==> src/include/mix_ctrl_pkg.sv <==
// Constants and types shared by the ADC input mix control register bank
package mix_ctrl_pkg;

  // Register addresses on the control port
  localparam logic [7:0] AUX_MIC_RIGHT_OFFSET = 8'h12;
  localparam logic [7:0] LINE_LEFT_OFFSET = 8'h13;

  // Reset values
  localparam logic [7:0] AUX_MIC_RIGHT_RESET = 8'hFF;
  localparam logic [7:0] LINE_LEFT_RESET = 8'h78;
  localparam logic [7:0] UNMAPPED_READ = 8'h00;

  // Field positions, aux microphone register
  localparam int MIC_LEFT_LVL_MSB = 7;
  localparam int MIC_LEFT_LVL_LSB = 4;
  localparam int MIC_RIGHT_LVL_MSB = 3;
  localparam int MIC_RIGHT_LVL_LSB = 0;

  // Field positions, line-one-left register
  localparam int LINE_DIFF_BIT = 7;
  localparam int LINE_LVL_MSB = 6;
  localparam int LINE_LVL_LSB = 3;
  localparam int ADC_POWER_BIT = 2;
  localparam int STEP_RATE_MSB = 1;
  localparam int STEP_RATE_LSB = 0;

  // Shared level encoding
  localparam logic [3:0] LEVEL_MAX_CODE = 4'h8;
  localparam logic [3:0] LEVEL_DISCONNECT = 4'hF;
  localparam logic [4:0] ATTEN_HALF_DB_PER_CODE = 5'h03;

  // Left PGA gain in 0.5 dB units
  localparam logic [6:0] PGA_GAIN_RESET = 7'h00;

  typedef enum logic [1:0] {
    RATE_EVERY_FS = 2'b00,
    RATE_EVERY_TWO_FS = 2'b01,
    RATE_IMMEDIATE_A = 2'b10,
    RATE_IMMEDIATE_B = 2'b11
  } step_rate_t;

endpackage

==> src/include/level_if.sv <==
// Carrier between a level field and its decoder
`timescale 1ns/100ps
interface level_if;
  logic [3:0] code;
  logic connected;
  logic [4:0] attenHalfDb;
  logic reserved;

  modport src (output code, input connected, input attenHalfDb, input reserved);
  modport dec (input code, output connected, output attenHalfDb, output reserved);
endinterface

==> src/logic/adc_input_mix_control_regs.sv <==
// Record-path input mix control registers with left PGA soft-stepping
// Behaviour
// - Upper nibble of mic register sets left aux mic level into right mix.
// - Any valid level code connects the input; 1111 disconnects it.
// - Lower nibble sets right aux mic level, same encoding, resets 1111.
// - Lower nibble 1111 keeps right aux mic off the right mix.
// - Line register bit 7 picks single-ended (0) or differential (1), resets 0.
// - Line bits 6..3 set line level into left mix, reset 1111 disconnected.
// - Line bit 2 powers the left ADC channel up when 1, resets 0.
// - Bits 1..0: 00 steps per sample, 01 per two samples, resets 00.
// - Soft-step codes 10 and 11 apply gain changes immediately.
`timescale 1ns/100ps
module adc_input_mix_control_regs (
  input wire logic clk, // System clock, 125 MHz
  input wire logic rst_n, // Asynchronous reset, active low
  input wire logic ce, // Clock enable, freezes all state when low
  input wire logic regWrEn, // Register write strobe
  input wire logic regRdEn, // Register read strobe
  input wire logic [7:0] regAddr, // Register address
  input wire logic [7:0] regWrData, // Write data
  output logic [7:0] regRdData, // Read data, registered
  output logic regRdValid, // Read data valid, one cycle
  input wire logic fsTick, // Sample-period pulse
  input wire logic [6:0] pgaGainTarget, // Requested left PGA gain, 0.5 dB units
  input wire logic reservedClear, // Clears the reserved-code flag
  output logic [6:0] pgaGainApplied, // Left PGA gain now applied
  output logic pgaGainSettled, // Applied gain equals the target
  output logic micLeftConnected, // Left aux mic on right mix
  output logic [4:0] micLeftAtten, // Its attenuation, 0.5 dB units
  output logic micRightConnected, // Right aux mic on right mix
  output logic [4:0] micRightAtten, // Its attenuation, 0.5 dB units
  output logic lineConnected, // First left line on left mix
  output logic [4:0] lineAtten, // Its attenuation, 0.5 dB units
  output logic lineDifferential, // Line input fully differential
  output logic leftAdcPowerUp, // Left ADC channel powered
  output logic reservedCodeSeen // A reserved level code was written
);
  logic [7:0] micReg_r;
  logic [7:0] micReg_nxt;
  logic [7:0] lineReg_r;
  logic [7:0] lineReg_nxt;
  logic [7:0] rdData_r;
  logic rdValid_r;
  logic [6:0] gain_r;
  logic [6:0] gain_nxt;
  logic reserved_r;
  logic reserved_nxt;
  logic micLeftConn_r;
  logic micRightConn_r;
  logic lineConn_r;
  logic [4:0] micLeftAtten_r;
  logic [4:0] micRightAtten_r;
  logic [4:0] lineAtten_r;

  wire hitMic;
  wire hitLine;
  wire wrMic;
  wire wrLine;
  wire [7:0] rdMux;
  wire stepNow;
  wire immediate;
  wire gainBelow;
  wire gainAbove;
  wire anyReserved;
  mix_ctrl_pkg::step_rate_t rate;

  level_if micLeftLv ();
  level_if micRightLv ();
  level_if lineLv ();

  // Address decode
  assign hitMic = (regAddr == mix_ctrl_pkg::AUX_MIC_RIGHT_OFFSET);
  assign hitLine = (regAddr == mix_ctrl_pkg::LINE_LEFT_OFFSET);
  assign wrMic = regWrEn && hitMic;
  assign wrLine = regWrEn && hitLine;

  // All eight bits of both registers are plain read/write storage
  assign micReg_nxt = wrMic ? regWrData : micReg_r;
  assign lineReg_nxt = wrLine ? regWrData : lineReg_r;

  // Read back the stored values untouched; unmapped addresses read zero
  assign rdMux = hitMic ? micReg_r :
                 hitLine ? lineReg_r :
                 mix_ctrl_pkg::UNMAPPED_READ;

  // Field extraction
  assign micLeftLv.code =
      micReg_r[mix_ctrl_pkg::MIC_LEFT_LVL_MSB:mix_ctrl_pkg::MIC_LEFT_LVL_LSB];
  assign micRightLv.code =
      micReg_r[mix_ctrl_pkg::MIC_RIGHT_LVL_MSB:mix_ctrl_pkg::MIC_RIGHT_LVL_LSB];
  assign lineLv.code =
      lineReg_r[mix_ctrl_pkg::LINE_LVL_MSB:mix_ctrl_pkg::LINE_LVL_LSB];
  assign rate = mix_ctrl_pkg::step_rate_t'(
      lineReg_r[mix_ctrl_pkg::STEP_RATE_MSB:mix_ctrl_pkg::STEP_RATE_LSB]);

  level_decode micLeftDec (
    .lv(micLeftLv)
  );

  level_decode micRightDec (
    .lv(micRightLv)
  );

  level_decode lineDec (
    .lv(lineLv)
  );

  soft_step_pacer pacer (
    .clk(clk),
    .rst_n(rst_n),
    .ce(ce),
    .fsTick(fsTick),
    .rate(rate),
    .stepNow(stepNow),
    .immediate(immediate)
  );

  // Gain ramp: one 0.5 dB step per paced tick, or a jump when stepping is off
  assign gainBelow = (gain_r < pgaGainTarget);
  assign gainAbove = (gain_r > pgaGainTarget);
  assign gain_nxt = immediate ? pgaGainTarget :
                    (stepNow && gainBelow) ? 7'(gain_r + 7'h01) :
                    (stepNow && gainAbove) ? 7'(gain_r - 7'h01) :
                    gain_r;

  // Flags a stray reserved code so firmware faults show up; set beats clear
  assign anyReserved = micLeftLv.reserved || micRightLv.reserved || lineLv.reserved;
  assign reserved_nxt = anyReserved ? 1'b1 :
                        reservedClear ? 1'b0 :
                        reserved_r;

  always_ff @(posedge clk or negedge rst_n) begin
    if (!rst_n) begin
      micReg_r <= mix_ctrl_pkg::AUX_MIC_RIGHT_RESET;
      lineReg_r <= mix_ctrl_pkg::LINE_LEFT_RESET;
    end else if (ce) begin
      micReg_r <= micReg_nxt;
      lineReg_r <= lineReg_nxt;
    end
  end

  always_ff @(posedge clk or negedge rst_n) begin
    if (!rst_n) begin
      rdData_r <= 8'h00;
      rdValid_r <= 1'b0;
    end else if (ce) begin
      rdData_r <= regRdEn ? rdMux : rdData_r;
      rdValid_r <= regRdEn;
    end
  end

  always_ff @(posedge clk or negedge rst_n) begin
    if (!rst_n) begin
      gain_r <= mix_ctrl_pkg::PGA_GAIN_RESET;
      reserved_r <= 1'b0;
    end else if (ce) begin
      gain_r <= gain_nxt;
      reserved_r <= reserved_nxt;
    end
  end

  // Decoded mix controls are retimed so the analog side sees clean levels
  always_ff @(posedge clk or negedge rst_n) begin
    if (!rst_n) begin
      micLeftConn_r <= 1'b0;
      micRightConn_r <= 1'b0;
      lineConn_r <= 1'b0;
    end else if (ce) begin
      micLeftConn_r <= micLeftLv.connected;
      micRightConn_r <= micRightLv.connected;
      lineConn_r <= lineLv.connected;
    end
  end

  always_ff @(posedge clk or negedge rst_n) begin
    if (!rst_n) begin
      micLeftAtten_r <= 5'h00;
      micRightAtten_r <= 5'h00;
      lineAtten_r <= 5'h00;
    end else if (ce) begin
      micLeftAtten_r <= micLeftLv.attenHalfDb;
      micRightAtten_r <= micRightLv.attenHalfDb;
      lineAtten_r <= lineLv.attenHalfDb;
    end
  end

  assign regRdData = rdData_r;
  assign regRdValid = rdValid_r;
  assign pgaGainApplied = gain_r;
  assign pgaGainSettled = (gain_r == pgaGainTarget);
  assign micLeftConnected = micLeftConn_r;
  assign micRightConnected = micRightConn_r;
  assign lineConnected = lineConn_r;
  assign micLeftAtten = micLeftAtten_r;
  assign micRightAtten = micRightAtten_r;
  assign lineAtten = lineAtten_r;
  // Both channel connections of the line share this one bit, so hardware keeps them equal
  assign lineDifferential = lineReg_r[mix_ctrl_pkg::LINE_DIFF_BIT];
  assign leftAdcPowerUp = lineReg_r[mix_ctrl_pkg::ADC_POWER_BIT];
  assign reservedCodeSeen = reserved_r;
endmodule

==> src/logic/level_decode.sv <==
// Decoder of one 4-bit input level code
`timescale 1ns/100ps
module level_decode (
  level_if.dec lv // Code in, connection and attenuation out
);
  wire inRange;
  wire isOff;

  assign inRange = (lv.code <= mix_ctrl_pkg::LEVEL_MAX_CODE);
  assign isOff = (lv.code == mix_ctrl_pkg::LEVEL_DISCONNECT);
  // Any valid gain code connects the input by itself; all-ones disconnects
  assign lv.connected = inRange;
  // Monotonic 1.5 dB per code, so code 8 lands on 12 dB of attenuation
  assign lv.attenHalfDb = inRange ?
      5'(5'(lv.code) * mix_ctrl_pkg::ATTEN_HALF_DB_PER_CODE) : 5'h00;
  // Reserved codes leave the input unconnected rather than guessing a gain
  assign lv.reserved = !inRange && !isOff;
endmodule

==> src/logic/soft_step_pacer.sv <==
// Pacing of left PGA gain steps against the sample rate
`timescale 1ns/100ps
module soft_step_pacer (
  input wire logic clk, // System clock
  input wire logic rst_n, // Asynchronous reset, active low
  input wire logic ce, // Clock enable, freezes state when low
  input wire logic fsTick, // One-cycle pulse per sample period
  input wire mix_ctrl_pkg::step_rate_t rate, // Soft-stepping rate
  output logic stepNow, // Step the gain this cycle
  output logic immediate // Jump straight to the target
);
  logic oddTick_r;
  logic oddTick_nxt;
  wire everyFs;
  wire everyTwo;

  assign everyFs = (rate == mix_ctrl_pkg::RATE_EVERY_FS);
  assign everyTwo = (rate == mix_ctrl_pkg::RATE_EVERY_TWO_FS);
  assign immediate = !everyFs && !everyTwo;
  assign oddTick_nxt = (fsTick && everyTwo) ? !oddTick_r : oddTick_r;
  assign stepNow = ce && fsTick && (everyFs || (everyTwo && oddTick_r));

  always_ff @(posedge clk or negedge rst_n) begin
    if (!rst_n) begin
      oddTick_r <= 1'b0;
    end else if (ce) begin
      oddTick_r <= oddTick_nxt;
    end
  end
endmodule

==> config.mk <==
export PLATFORM = sky130hd
export DESIGN_NAME = adc_input_mix_control_regs
export DESIGN_NICKNAME = d
export VERILOG_FILES = /design/src/include/mix_ctrl_pkg.sv /design/src/include/level_if.sv /design/src/logic/adc_input_mix_control_regs.sv /design/src/logic/level_decode.sv /design/src/logic/soft_step_pacer.sv
export SDC_FILE = /design/constraint.sdc
export NUM_CORES = 1
export LEC_CHECK = 0
export ABC_AREA = 0
export BUFFER_PORTS_ARGS = -buffer_cell sky130_fd_sc_hd__buf_2
export CAP_MARGIN = 20
export CELL_PAD_IN_SITES_DETAIL_PLACEMENT = 1
export CELL_PAD_IN_SITES_GLOBAL_PLACEMENT = 2
export CORE_UTILIZATION = 38
export CTS_CLUSTER_DIAMETER = 120
export DETAILED_ROUTE_END_ITERATION = 16
export GPL_ROUTABILITY_DRIVEN = 0
export PLACE_DENSITY_LB_ADDON = 0.1
export REMOVE_ABC_BUFFERS = 1
export SYNTH_ARGS = -nofsm -noshare
export SYNTH_HDL_FRONTEND = slang
export SYNTH_HIERARCHICAL = 1
export SYNTH_SLANG_ARGS = --single-unit
==> constraint.sdc <==
create_clock -name clk -period 6.55 [get_ports clk]
set_input_delay 1.31 -clock clk [delete_from_list [all_inputs] [get_ports clk]]
set_output_delay 1.31 -clock clk [all_outputs]
set_load 0.03 [all_outputs]
-- After elaboration in Yosys (flattened, before gate mapping)
Index checks and enable logic that the tools add are counted.
- flip-flop bits (word level): 52
- input bits: 30
- output and inout port bits: 38
- logic and storage cells: 73
- add/subtract/negate cells: 2
- multipliers: 3
- $lt $le $gt $ge: 5
- eq/ne operators: 7
- mux-type cells: 10
- reduce and logical (&&, ||, !) cells: 33
- operators with widths (cell ; number):
    $mux W7 ; 3
    $eq A8 B5 Y1 const B ; 2
    $mux W8 ; 2
    $mul A4 B2 Y5 const B ; 3
    $mux W5 ; 3
    $eq A4 B4 Y1 const B ; 3
    $le A4 B4 Y1 const B ; 3
    $logic_and A1 B1 Y1 ; 12
    $reduce_and A2 Y1 ; 6
    $logic_not A1 Y1 ; 9
    $add A7 B1 Y7 const B ; 1
    $eq A7 B7 Y1 ; 1
    $gt A7 B7 Y1 ; 1
    $lt A7 B7 Y1 ; 1
    $sub A7 B1 Y7 const B ; 1
    $logic_or A1 B1 Y1 ; 3
    $reduce_bool A3 Y1 ; 1
    $eq A2 B1 Y1 const B ; 1
    $logic_not A2 Y1 ; 1
    $mux W1 ; 2
    $reduce_bool A2 Y1 ; 1

-- Longest topological paths before layout
Gate-level depths: netlist of the first run.
- depth in word-level cells: 8
- gate-level depth with buffers: 11
- depth with buffers taken out: 11

-- Modules after synthesis
The synthesis of the first run kept the hierarchy.
- modules (own cells, without submodules) (module ; instances ; cells an instance ; area an instance (um^2) ; seq. area each (um^2)):
    adc_input_mix_control_regs ; 1 ; 217 ; 2627.5 ; 1291.2
    level_decode ; 3 ; 22 ; 181.4 ; 0.0
    soft_step_pacer ; 1 ; 7 ; 88.8 ; 25.0

-- Worst setup path after synthesis of the first run
OpenSTA, ideal clock, no wires.
- kind: input -> register
- start point: input port pgaGainTarget[5]
- end point: register gain_r[6], in the netlist pgaGainApplied[6]
- setup time: 0.132 ns
- arrival time: 3.552 ns
- data required time: 6.418 ns
- slack: 2.867 ns
- stages: 11
- cell sequence: inv_1 ha_1 a21oi_1 o211ai_1 nand2b_1 fa_1 a211oi_2 o21a_1 nor4_2 o211ai_1 or3b_1
- cells in the longest elaborated chain, start to end: 4
- elaborated cells between the ends (all ways): 8
- RTL lines (element ; RTL line ; source):
    start: declaration ; adc_input_mix_control_regs.sv:24 ; input wire logic [6:0] pgaGainTarget,
    $lt A7 B7 Y1 / $gt A7 B7 Y1 (equally long branches) ; adc_input_mix_control_regs.sv:119, adc_input_mix_control_regs.sv:120 ;
    $logic_and A1 B1 Y1, on equally long branches ; adc_input_mix_control_regs.sv:122, adc_input_mix_control_regs.sv:123 ;
    $reduce_bool A3 Y1 (no source line) / $mux W7 (equally long branches) ; n/a ;
    $reduce_and A2 Y1 (no source line) / $mux W7 (equally long branches) ; n/a ;
    end signal: assignment ; adc_input_mix_control_regs.sv:154 ; gain_r <= mix_ctrl_pkg::PGA_GAIN_RESET;
    end signal: assignment ; adc_input_mix_control_regs.sv:157 ; gain_r <= gain_nxt;
    end: declaration ; adc_input_mix_control_regs.sv:44 ; logic [6:0] gain_r;
Several ways; a longest one is shown, not always the timed one.
A chain may end at the register's enable or synchronous reset.

-- Worst setup path after layout of the first run
- start point: input port ce
- end point: register gain_r[6], in the netlist pgaGainApplied[6]
- cells in the longest elaborated chain, start to end: 5
- elaborated cells between the ends (all ways): 8
- RTL lines (element ; RTL line ; source):
    start: declaration ; adc_input_mix_control_regs.sv:16 ; input wire logic ce,
    $logic_and A1 B1 Y1 (*) (2 in a row) ; soft_step_pacer.sv:21 ; assign stepNow = ce && fsTick && (everyFs || (everyTwo && oddTick_r));
    via stepNow ; adc_input_mix_control_regs.sv:60 ; wire stepNow;
    $logic_and A1 B1 Y1, on equally long branches ; adc_input_mix_control_regs.sv:122, adc_input_mix_control_regs.sv:123 ;
    $reduce_bool A3 Y1 (no source line) / $mux W7 (equally long branches) ; n/a ;
    $reduce_and A2 Y1 (no source line) / $mux W7 (equally long branches) ; n/a ;
The timed path passes the listed nets; every way through them passes the cells marked *.

==> results.py, run 1 <==
metrics = {
    "floorplan": {
        "core-area_mm2": 0.00826,
        "die_x_um": 94.6,
        "die_h_um": 94.6,
        "start_util": 0.395,
        "core.rowCount": 33,
        "pin_count": 68,
        "die_area_mm2": 0.00895,
    },
    "timing": {
        "fin_ws_ps": 2370,
        "min_period_over_period": 0.638,
        "drv_slew": 0,
        "rsz0062_at_grt": "false",
        "slew_headroom": 0.520,
        "fin_skew_ps": 8.23,
        "max_freq_ghz": 0.239,
        "finalHoldViolCount": 0,
        "finalSetupViolCount": 0,
        "min_period_ps": 4180,
        "worstMarginPinSlew_ps": 720,
        "finalSetupTns_ps": 0,
    },
    "power": {
        "leakage_nw": 1.84,
        "vdd_drop_max_mv": 0.142,
        "p_per_area_mw_per_mm2": 258,
        "total_power_uw": 970,
    },
    "detailed_routing": {
        "wire_per_inst_um": 15.6,
        "first_pass_iters": 4,
        "ant_nets": 0,
        "drt_wl_total_um": 7180,
        "drtIter0Drc": 75,
        "vias_per_cell": 5.13,
        "num_vias": 2367,
        "drc": 0,
    },
    "critical_path": {
        "crit_end": "pgaGainApplied[6]",
        "endpoint_kind": "flop",
        "r2r_cells": 10,
        "cp_max_fo": 29,
        "path_class": "in2reg",
        "ff2ff_setup_slack_ps": 3270,
        "r2r-start": "lineReg_r[1]",
        "worstPathRequired_ps": 6740,
        "r2r-end": "pgaGainApplied[6]",
        "crit_start": "ce",
        "cp.arrival_ps": 4370,
        "startpoint_type": "input port",
    },
    "yosys": {
        "synth_warnings": 6,
        "synth_top_family_by_area": "multiplexers",
        "synth_compound_area_frac": 0.118,
        "synthMuxAreaShare": 0.151,
        "avgSynthCellArea_um2": 11.2,
        "synth_xor_area_frac": 0.0184,
        "ys_seq_elements": 52,
        "netlist_instances": 290,
        "netlist_area_mm2": 0.00326,
        "async_reset_ff_frac": 1.00,
        "synth.distinct_cells": 58,
        "synth_edf_count": 0,
        "synth_ff_type": "dfrtp_1",
        "ys_seq_area_frac": 0.404,
        "synth_fa_ha_area_frac": 0.128,
        "synthSimpleGateAreaFrac": 0.133,
    },
    "place": {
        "port_buffers": 67,
        "dp_hpwl_um": 5360,
        "place_ws_ps": 2000,
        "place_inst": 453,
    },
    "grt": {
        "grt_max_degree": 53,
        "track_usage": 0.173,
        "grt_first_pass_wirelength_um": 11900,
        "grt_overflow": 0,
        "grt_pass1_vias": 2382,
        "antenna_found_initial": 0,
    },
    "flow_run": {
        "maxCapViolCount": 0,
    },
    "finish": {
        "final_cell_mix": "67 x buf_2, 40 x dfrtp_1, 27 x ha_1, 25 x mux2_2",
        "multiInputGateArea_mm2": 0.00179,
        "final_common_cell": "buf_2",
        "fin_util": 0.456,
        "seq_area_mm2": 0.00132,
        "drive_gt1_frac": 0.407,
        "nFillCells": 944,
        "diodes": 0,
        "nets": 416,
        "area_growth_pct": 15.6,
        "final_cells": 461,
    },
    "cts": {
        "cts.clk_slew.worst_paths_ps": 100,
        "cts_root_buf": "clkbuf_8",
        "cts_made_buffers": 5,
        "clock_sinks": 52,
        "cts_max_path_buffers": 2,
        "postCtsResizedCells": 0,
        "worstSkewPairLatency_ps": 310,
        "cts.hold.buffers_added": 0,
        "htree_levels": 2,
        "cts_tree": "done",
        "postCtsSetupBuffers": 0,
    },
    "status": {
        "outcome": "complete, no violations",
    },
    "min_path": {
        "worstHoldPathType": "reg2reg",
    },
}
-- sequential cells by signal, indices dropped and copies added (netlist names) --
name / cells
lineReg_r: 8
micReg_r: 8
regRdData: 8
pgaGainApplied: 7
lineAtten: 5
micLeftAtten: 5
micRightAtten: 5
lineConnected: 1
micLeftConnected: 1
micRightConnected: 1
pacer/oddTick_r: 1
regRdValid: 1
reservedCodeSeen: 1
-- Yosys cell counts, types with 4 or more instances --
library cell / instances / area (µm²)
dfstp_2: 12 / 315
fa_1: 4 / 80.1
nor2_1: 14 / 52.6
and2_1: 6 / 37.5
mux2i_1: 5 / 50.1
ha_1: 27 / 338
nand3_1: 6 / 30.0
dfrtp_1: 40 / 1000
mux2_4: 10 / 150
a21oi_1: 11 / 55.1
inv_1: 20 / 75.1
nand2_1: 20 / 75.1
o21ai_0: 12 / 60.1
mux2_2: 25 / 282
a22oi_1: 8 / 60.1
-- how the worst min path moves through the flow --
| stage | startpoint | to | slack [ps] | cells past startpoint |
|---|---|---|---|---|
| 5_1_grt | regRdData[3] | regRdData[3] | 520 | 2 |
| 6_report | reservedCodeSeen | reservedCodeSeen | 480 | 2 |
| 3_5_place_dp | reservedCodeSeen | reservedCodeSeen | 470 | 2 |
| 2_1_floorplan | pacer/oddTick_r | pacer/oddTick_r | 480 | 1 |
| 4_1_cts | reservedCodeSeen | reservedCodeSeen | 490 | 2 |
| 3_3_place_gp | reservedCodeSeen | reservedCodeSeen | 450 | 2 |
-- critical path, stage by stage --
cell and delay (ps):
buf_2 550, nand2_1 140, nor3_2 190, nor2b_1 190
o211ai_1 160, nand2b_1 310, ha_1 440, o21ai_0 130
o21a_1 210, nor4_2 260, nor4_1 90, or3b_1 390
-- report_power, final --
group,switching [mW],total (mW),internal [mW]
clock network,0.114,0.201,0.0868
registers,0.0392,0.392,0.353
logic,0.216,0.378,0.162
total,0.369,0.970,0.602
-- logic make-up after synthesis --
family	after synthesis
XOR/XNOR	6
flip-flops	52
AO/OA/AOI/OAI	55
adder cells (fa/ha/maj)	31
buffers and inverters	33
AND/OR/NAND/NOR	72
multiplexers	41
-- stage by stage --
| step | hold slack (ps) | instance area, µm² |
|---|---|---|
| final | 480 | 3770 |
| after global routing | 520 | 3770 |
| after CTS | 491 | 3770 |
| after detailed placement | 467 | 3670 |
| after global placement | 453 | 3670 |
| after floorplan | 476 | 3200 |
-- metal layers --
layer / part of all wire / up-vias / track usage
met5: 0 / - / 0
met4: 0.0089 / 0 / 0.0379
met3: 0.033 / 6 / 0.0282
met2: 0.47 / 42 / 0.287
met1: 0.49 / 1166 / 0.235
li1: - / 1153 / -
-- layout make-up --
| type | count | share of cell area |
|---|---|---|
| Clock inverter | 2 | 0.00365 |
| Sequential cell | 52 | 0.349 |
| Timing Repair Buffer | 68 | 0.0910 |
| Multi-Input combinational cell | 205 | 0.474 |
| Clock buffer | 6 | 0.0219 |
| Inverter | 23 | 0.0249 |
| Tap cell | 105 | 0.0349 |
(Power assumes the default switching activity.)
==> inputs of run 2 (changes only) <==
Settings changed: ABC_AREA 0 to 1, CORE_UTILIZATION 38 to 31.
Clock period 6.55 ns to 4 ns, I/O delays scaled along.
==> results.py, run 2 <==
metrics = {
    "detailed_routing": {
        "drtIter0Drc": 115,
        "wl_met1_um": 4580,
        "wire_per_inst_um": 13.6,
        "drc": 0,
        "wl_met2_um": 3640,
        "vias_per_cell": 4.55,
        "first_pass_iters": 4,
        "ant_nets": 0,
        "num_vias": 2865,
        "top_layer": "met4",
        "drt_wl_total_um": 8560,
        "met3_length_um": 261,
    },
    "critical_path": {
        "r2r_cells": 15,
        "crit_buf_inv": 3,
        "crit_family": "simple AND/OR/NAND/NOR gates",
        "cp.arrival_ps": 3060,
        "crit_start": "ce",
        "r2r-start": "lineReg_r[1]",
        "startpoint_type": "input port",
        "crit_path_top_delay_cell": "ha_1",
        "path_class": "in2reg",
        "critPathMostFrequentCell": "nand2_1",
        "crit_path_max_incr_delay_ps": 420,
        "path_cells": "buf_2 -> nand2_1 -> nor3_1 -> inv_1 -> nor2_1 -> nand3_1 -> nor2_1 -> nand2_1 -> ha_1 -> a21oi_1 -> o21ai_0 -> nor2_1 -> inv_1 -> nand2_1 -> nand3_1 -> nand2_1 -> nand2_1",
        "endpoint_kind": "flop",
        "cp_max_fo": 8,
        "worstPathRequired_ps": 4210,
        "cp.depth": 17,
    },
    "timing": {
        "finalSetupViolCount": 0,
        "drv_slew": 0,
        "worstMarginPinSlew_ps": 687,
        "finalSetupTns_ps": 0,
        "min_period_over_period": 0.713,
        "finalHoldViolCount": 0,
        "rsz0062_at_grt": "false",
        "fin_skew_ps": 11.6,
        "max_freq_ghz": 0.351,
        "min_period_ps": 2850,
        "slew_headroom": 0.540,
    },
    "flow_run": {
        "maxCapViolCount": 0,
    },
    "finish": {
        "seq_area_mm2": 0.00132,
        "diodes": 0,
        "nets": 553,
        "drive_gt1_frac": 0.225,
        "final_cell_mix": "144 x nand2_1, 67 x buf_2, 57 x inv_1, 40 x dfrtp_1, 35 x nor2_1",
        "multiInputGateArea_mm2": 0.00168,
        "nFillCells": 1346,
        "fin_area_mm2": 0.00385,
        "final_common_cell": "nand2_1",
        "area_growth_pct": 17.3,
    },
    "place": {
        "port_buffers": 67,
        "placed_area_mm2": 0.00375,
        "dp_hpwl_um": 6620,
    },
    "grt": {
        "grt_first_pass_wirelength_um": 14900,
        "grt_pass1_vias": 2961,
        "track_usage": 0.171,
        "grt_overflow": 0,
        "antenna_found_initial": 0,
        "grt_max_degree": 28,
    },
    "min_path": {
        "hp-start": "micRightAtten[2]",
        "holdPathStages": 2,
        "worstHoldPathType": "reg2reg",
    },
    "cts": {
        "cts_tree": "done",
        "cts_root_buf": "clkbuf_8",
        "postCtsResizedCells": 0,
        "cts_max_path_buffers": 2,
        "worstSkewPairLatency_ps": 320,
        "cts.hold.buffers_added": 0,
        "htree_levels": 2,
        "clock_sinks": 52,
        "cts_made_buffers": 5,
        "cts.clk_slew.worst_paths_ps": 90,
        "postCtsSetupBuffers": 0,
    },
    "yosys": {
        "synthTopCellsByArea": "dfrtp_1 31%, nand2_1 16%, ha_1 10%, dfstp_2 9.6%, inv_1 6.5%",
        "netlist_instances": 425,
        "synth_top_area_share": 0.305,
        "ys_seq_area_frac": 0.402,
        "synth_ff_type": "dfrtp_1",
        "netlist_area_mm2": 0.00328,
        "synth_top_cell_by_area": "dfrtp_1",
        "synth_edf_count": 0,
        "ys_seq_elements": 52,
        "netlist_top_cells_count": "144 x nand2_1, 57 x inv_1, 40 x dfrtp_1",
        "yosysMostFrequentCell": "nand2_1",
        "avgSynthCellArea_um2": 7.71,
        "synth.distinct_cells": 27,
        "async_reset_ff_frac": 1.00,
        "synth_warnings": 6,
    },
    "floorplan": {
        "pin_count": 68,
        "die_area_mm2": 0.0110,
        "core.rowCount": 37,
        "die_x_um": 105,
        "die_h_um": 105,
        "core-area_mm2": 0.0103,
        "start_util": 0.319,
    },
    "power": {
        "p_per_area_mw_per_mm2": 443,
        "vdd_drop_max_mv": 0.176,
        "leakage_nw": 2.08,
    },
    "status": {
        "outcome": "complete, no violations",
    },
}
## run 2: changes by cell type after synthesis, moves of 4 or more
cell      previous run  this run
a21oi_1             11         7
a22oi_1              8         0
a31oi_1              1         8
and2_1               6         0
clkbuf_1             3         7
inv_1               20        57
mux2_2              25         0
mux2_4              10         0
mux2i_1              5         0
nand2_1             20       144
nand3_1              6        31
nor2_1              14        35
o21ai_1              0         7
o21ai_2              0        10
## run 2: kinds of logic after synthesis
group | after synthesis | synth area share
fa+ha+maj | 31 | 0.127
simple gates | 225 | 0.293
buf+inv | 70 | 0.0851
flops | 52 | 0.402
compound gates | 41 | 0.0771
xor+xnor | 6 | 0.0160
## run 2: path summary, 6_finish.rpt
check                      slack [ps]           endpoint
setup reg to reg                 1170  pgaGainApplied[6]
min in group asynchronous         510  pgaGainApplied[5]
hold / removal                    470   micRightAtten[2]
hold reg to reg                   470   micRightAtten[2]
max in group asynchronous        2630       lineReg_r[4]
setup / recovery                 1150  pgaGainApplied[6]
## run 2: report_power, final
part,switching [mW],internal [mW]
Combinational,0.457,0.260
Sequential,0.0722,0.589
Clock,0.185,0.141
## run 2: final cells by class
type / instances / area share
multi-input cells: 303 / 0.438
flip-flops and latches: 52 / 0.342
repair buffers: 70 / 0.0930
inverters: 60 / 0.0586
well taps: 136 / 0.0442
clock buffers: 7 / 0.0224
clock inverters: 1 / 0.00195
## run 2: tightest hold or removal path, stage by stage, from the launching register on
cell	delay, ps
dfrtp_1	350
nand2_1	50
nand2_1	40
## run 2: through the flow
stage	setup WS [ps]	utilization	power, mW	hold slack [ps]	instances
CTS	1110	0.374	1.74	479	629
global placement	790	0.365	1.38	448	621
detailed placement	787	0.365	1.39	453	621
global route	760	0.374	1.86	503	629
finish	1150	0.374	1.70	470	629
floorplan	1370	-	1.17	462	415
## run 2: routing by layer
metal / vias up / track usage
met5: - / 0
met4: 0 / 0.0423
met3: 6 / 0.0287
met2: 53 / 0.254
met1: 1345 / 0.257
li1: 1461 / -
==> inputs of run 3 (changes only) <==
Settings changed: CORE_UTILIZATION 31 to 28.
Clock period 4 ns to 2.45 ns, I/O delays scaled along.
==> results.py, run 3 (synthesis results as in run 2) <==
metrics = {
    "status": {
        "outcome": "complete, no violations",
    },
    "finish": {
        "final_cells": 665,
        "drive_gt1_frac": 0.295,
        "fin_util": 0.370,
        "final_cell_mix": "142 x nand2_1, 67 x buf_2, 55 x inv_1, 40 x dfrtp_1, 33 x nor2_1",
        "area_growth_pct": 28.8,
        "final_common_cell": "nand2_1",
        "diodes": 0,
        "fin_area_mm2": 0.00422,
        "multiInputGateArea_mm2": 0.00177,
        "nets": 582,
        "nFillCells": 1424,
        "seq_area_mm2": 0.00132,
    },
    "timing": {
        "finalSetupTns_ps": 0,
        "drv_slew": 0,
        "rsz0062_at_grt": "true",
        "finalHoldViolCount": 0,
        "min_period_ps": 2380,
        "worstMarginPinSlew_ps": 599,
        "max_freq_ghz": 0.421,
        "min_period_over_period": 0.970,
        "fin_ws_ps": 72.5,
        "slew_headroom": 0.600,
        "finalSetupViolCount": 0,
        "fin_skew_ps": 8.39,
    },
    "critical_path": {
        "critPathMostFrequentCell": "nand2_1",
        "startpoint_type": "flop",
        "path_class": "reg2reg",
        "crit_buf_inv": 2,
        "crit_path_max_incr_delay_ps": 400,
        "endpoint_kind": "flop",
        "crit_start": "lineReg_r[0]",
        "r2r-start": "lineReg_r[0]",
        "path_cells": "inv_2 -> nor2_2 -> nor3_2 -> inv_1 -> nor2_1 -> nand3_1 -> nor2_4 -> nand2_4 -> ha_4 -> nand2_1 -> o21ai_0 -> xnor2_1 -> o21ai_0 -> nand2_1 -> nand2_1",
        "cp_max_fo": 7,
        "cp.arrival_ps": 2560,
        "crit_family": "simple AND/OR/NAND/NOR gates",
        "worstPathRequired_ps": 2630,
        "crit_path_top_delay_cell": "dfrtp_1",
    },
    "power": {
        "leakage_nw": 2.26,
        "clockPowerShare": 0.217,
        "pwr-share-comb": 0.474,
        "p_per_area_mw_per_mm2": 785,
        "internal_power_mw": 2.02,
        "switching_share": 0.390,
        "switchingPower_mw": 1.29,
        "pwr-share-seq": 0.310,
        "vdd_drop_max_mv": 0.508,
    },
    "cts": {
        "htree_levels": 2,
        "worstSkewPairLatency_ps": 300,
        "cts.clk_slew.worst_paths_ps": 70,
        "cts_max_path_buffers": 2,
        "cts_made_buffers": 5,
        "cts_tree": "done",
        "cts.hold.buffers_added": 0,
        "clock_sinks": 52,
        "cts_root_buf": "clkbuf_16",
    },
    "grt": {
        "track_usage": 0.167,
        "grt_max_degree": 53,
        "antenna_found_initial": 0,
        "grt_pass1_vias": 3090,
        "grt_first_pass_wirelength_um": 15300,
        "grt_overflow": 0,
    },
    "detailed_routing": {
        "drt_wl_total_um": 9130,
        "first_pass_iters": 4,
        "drtIter0Drc": 74,
        "num_vias": 2974,
        "drc": 0,
        "vias_per_cell": 4.47,
        "wire_per_inst_um": 13.7,
        "ant_nets": 0,
    },
    "min_path": {
        "worstHoldPathType": "in2async",
    },
    "floorplan": {
        "die_x_um": 110,
        "pin_count": 68,
        "core-area_mm2": 0.0114,
        "die_area_mm2": 0.0121,
        "die_h_um": 110,
        "start_util": 0.287,
        "core.rowCount": 39,
    },
    "place": {
        "placed_area_mm2": 0.00397,
        "dp_hpwl_um": 7040,
        "port_buffers": 67,
        "place_inst": 654,
        "place_ws_ps": -373,
    },
    "flow_run": {
        "maxCapViolCount": 0,
    },
}
run 3: path summary, 6_finish.rpt:
| check | end | slack (ps) | cells past startpoint |
|---|---|---|---|
| worst max register to register | pgaGainApplied[4] | 70 | 15 |
| max in group asynchronous | micReg_r[2] | 1960 | 2 |
| worst min register to register | micRightAtten[0] | 470 | 2 |
| worst min-delay path | pgaGainApplied[5] | 170 | 2 |
| min in group clk | micReg_r[0] | 420 | 3 |
| worst max-delay path | pgaGainApplied[4] | 70 | 15 |
run 3: power by group through the flow:
| stage | Combinational [mW] | Sequential, mW | Clock [mW] |
|---|---|---|---|
| floorplan | 0.668 | 1.24 | 0 |
| global placement | 1.41 | 1.04 | 0 |
| detailed placement | 1.43 | 1.05 | 0 |
| CTS | 1.44 | 1.03 | 0.758 |
| global route | 1.78 | 1.04 | 0.781 |
| finish | 1.57 | 1.03 | 0.719 |
run 3: layout make-up:
class,count,area share
repair buffers,99,0.139
inverters,60,0.0533
clock inverters,2,0.00326
flip-flops and latches,52,0.312
clock buffers,6,0.0305
well taps,143,0.0424
multi-input cells,303,0.420
run 3: timing repair:
action | in CTS | in global routing
endpoints found under the setup margin | 5 | 5
gates resized for setup | 2 | 15
pin swaps | 0 | 9
gates cloned | 0 | 0
setup buffers | 0 | 3
run 3: layer usage:
metal / vias to the layer above / global-route usage / routed length, µm
met2: 52 / 0.256 / 3900
met3: 6 / 0.0306 / 290
li1: 1533 / - / -
met4: 0 / 0.0451 / 112
met1: 1383 / 0.239 / 4830
met5: - / 0 / 0
run 3: metrics by stage:
step           hold slack (ps)  power (mW)
6_report                   170        3.32
5_1_grt                    223        3.61
4_1_cts                    196        3.23
3_5_place_dp               456        2.47
3_3_place_gp               449        2.46
2_1_floorplan              194        1.91
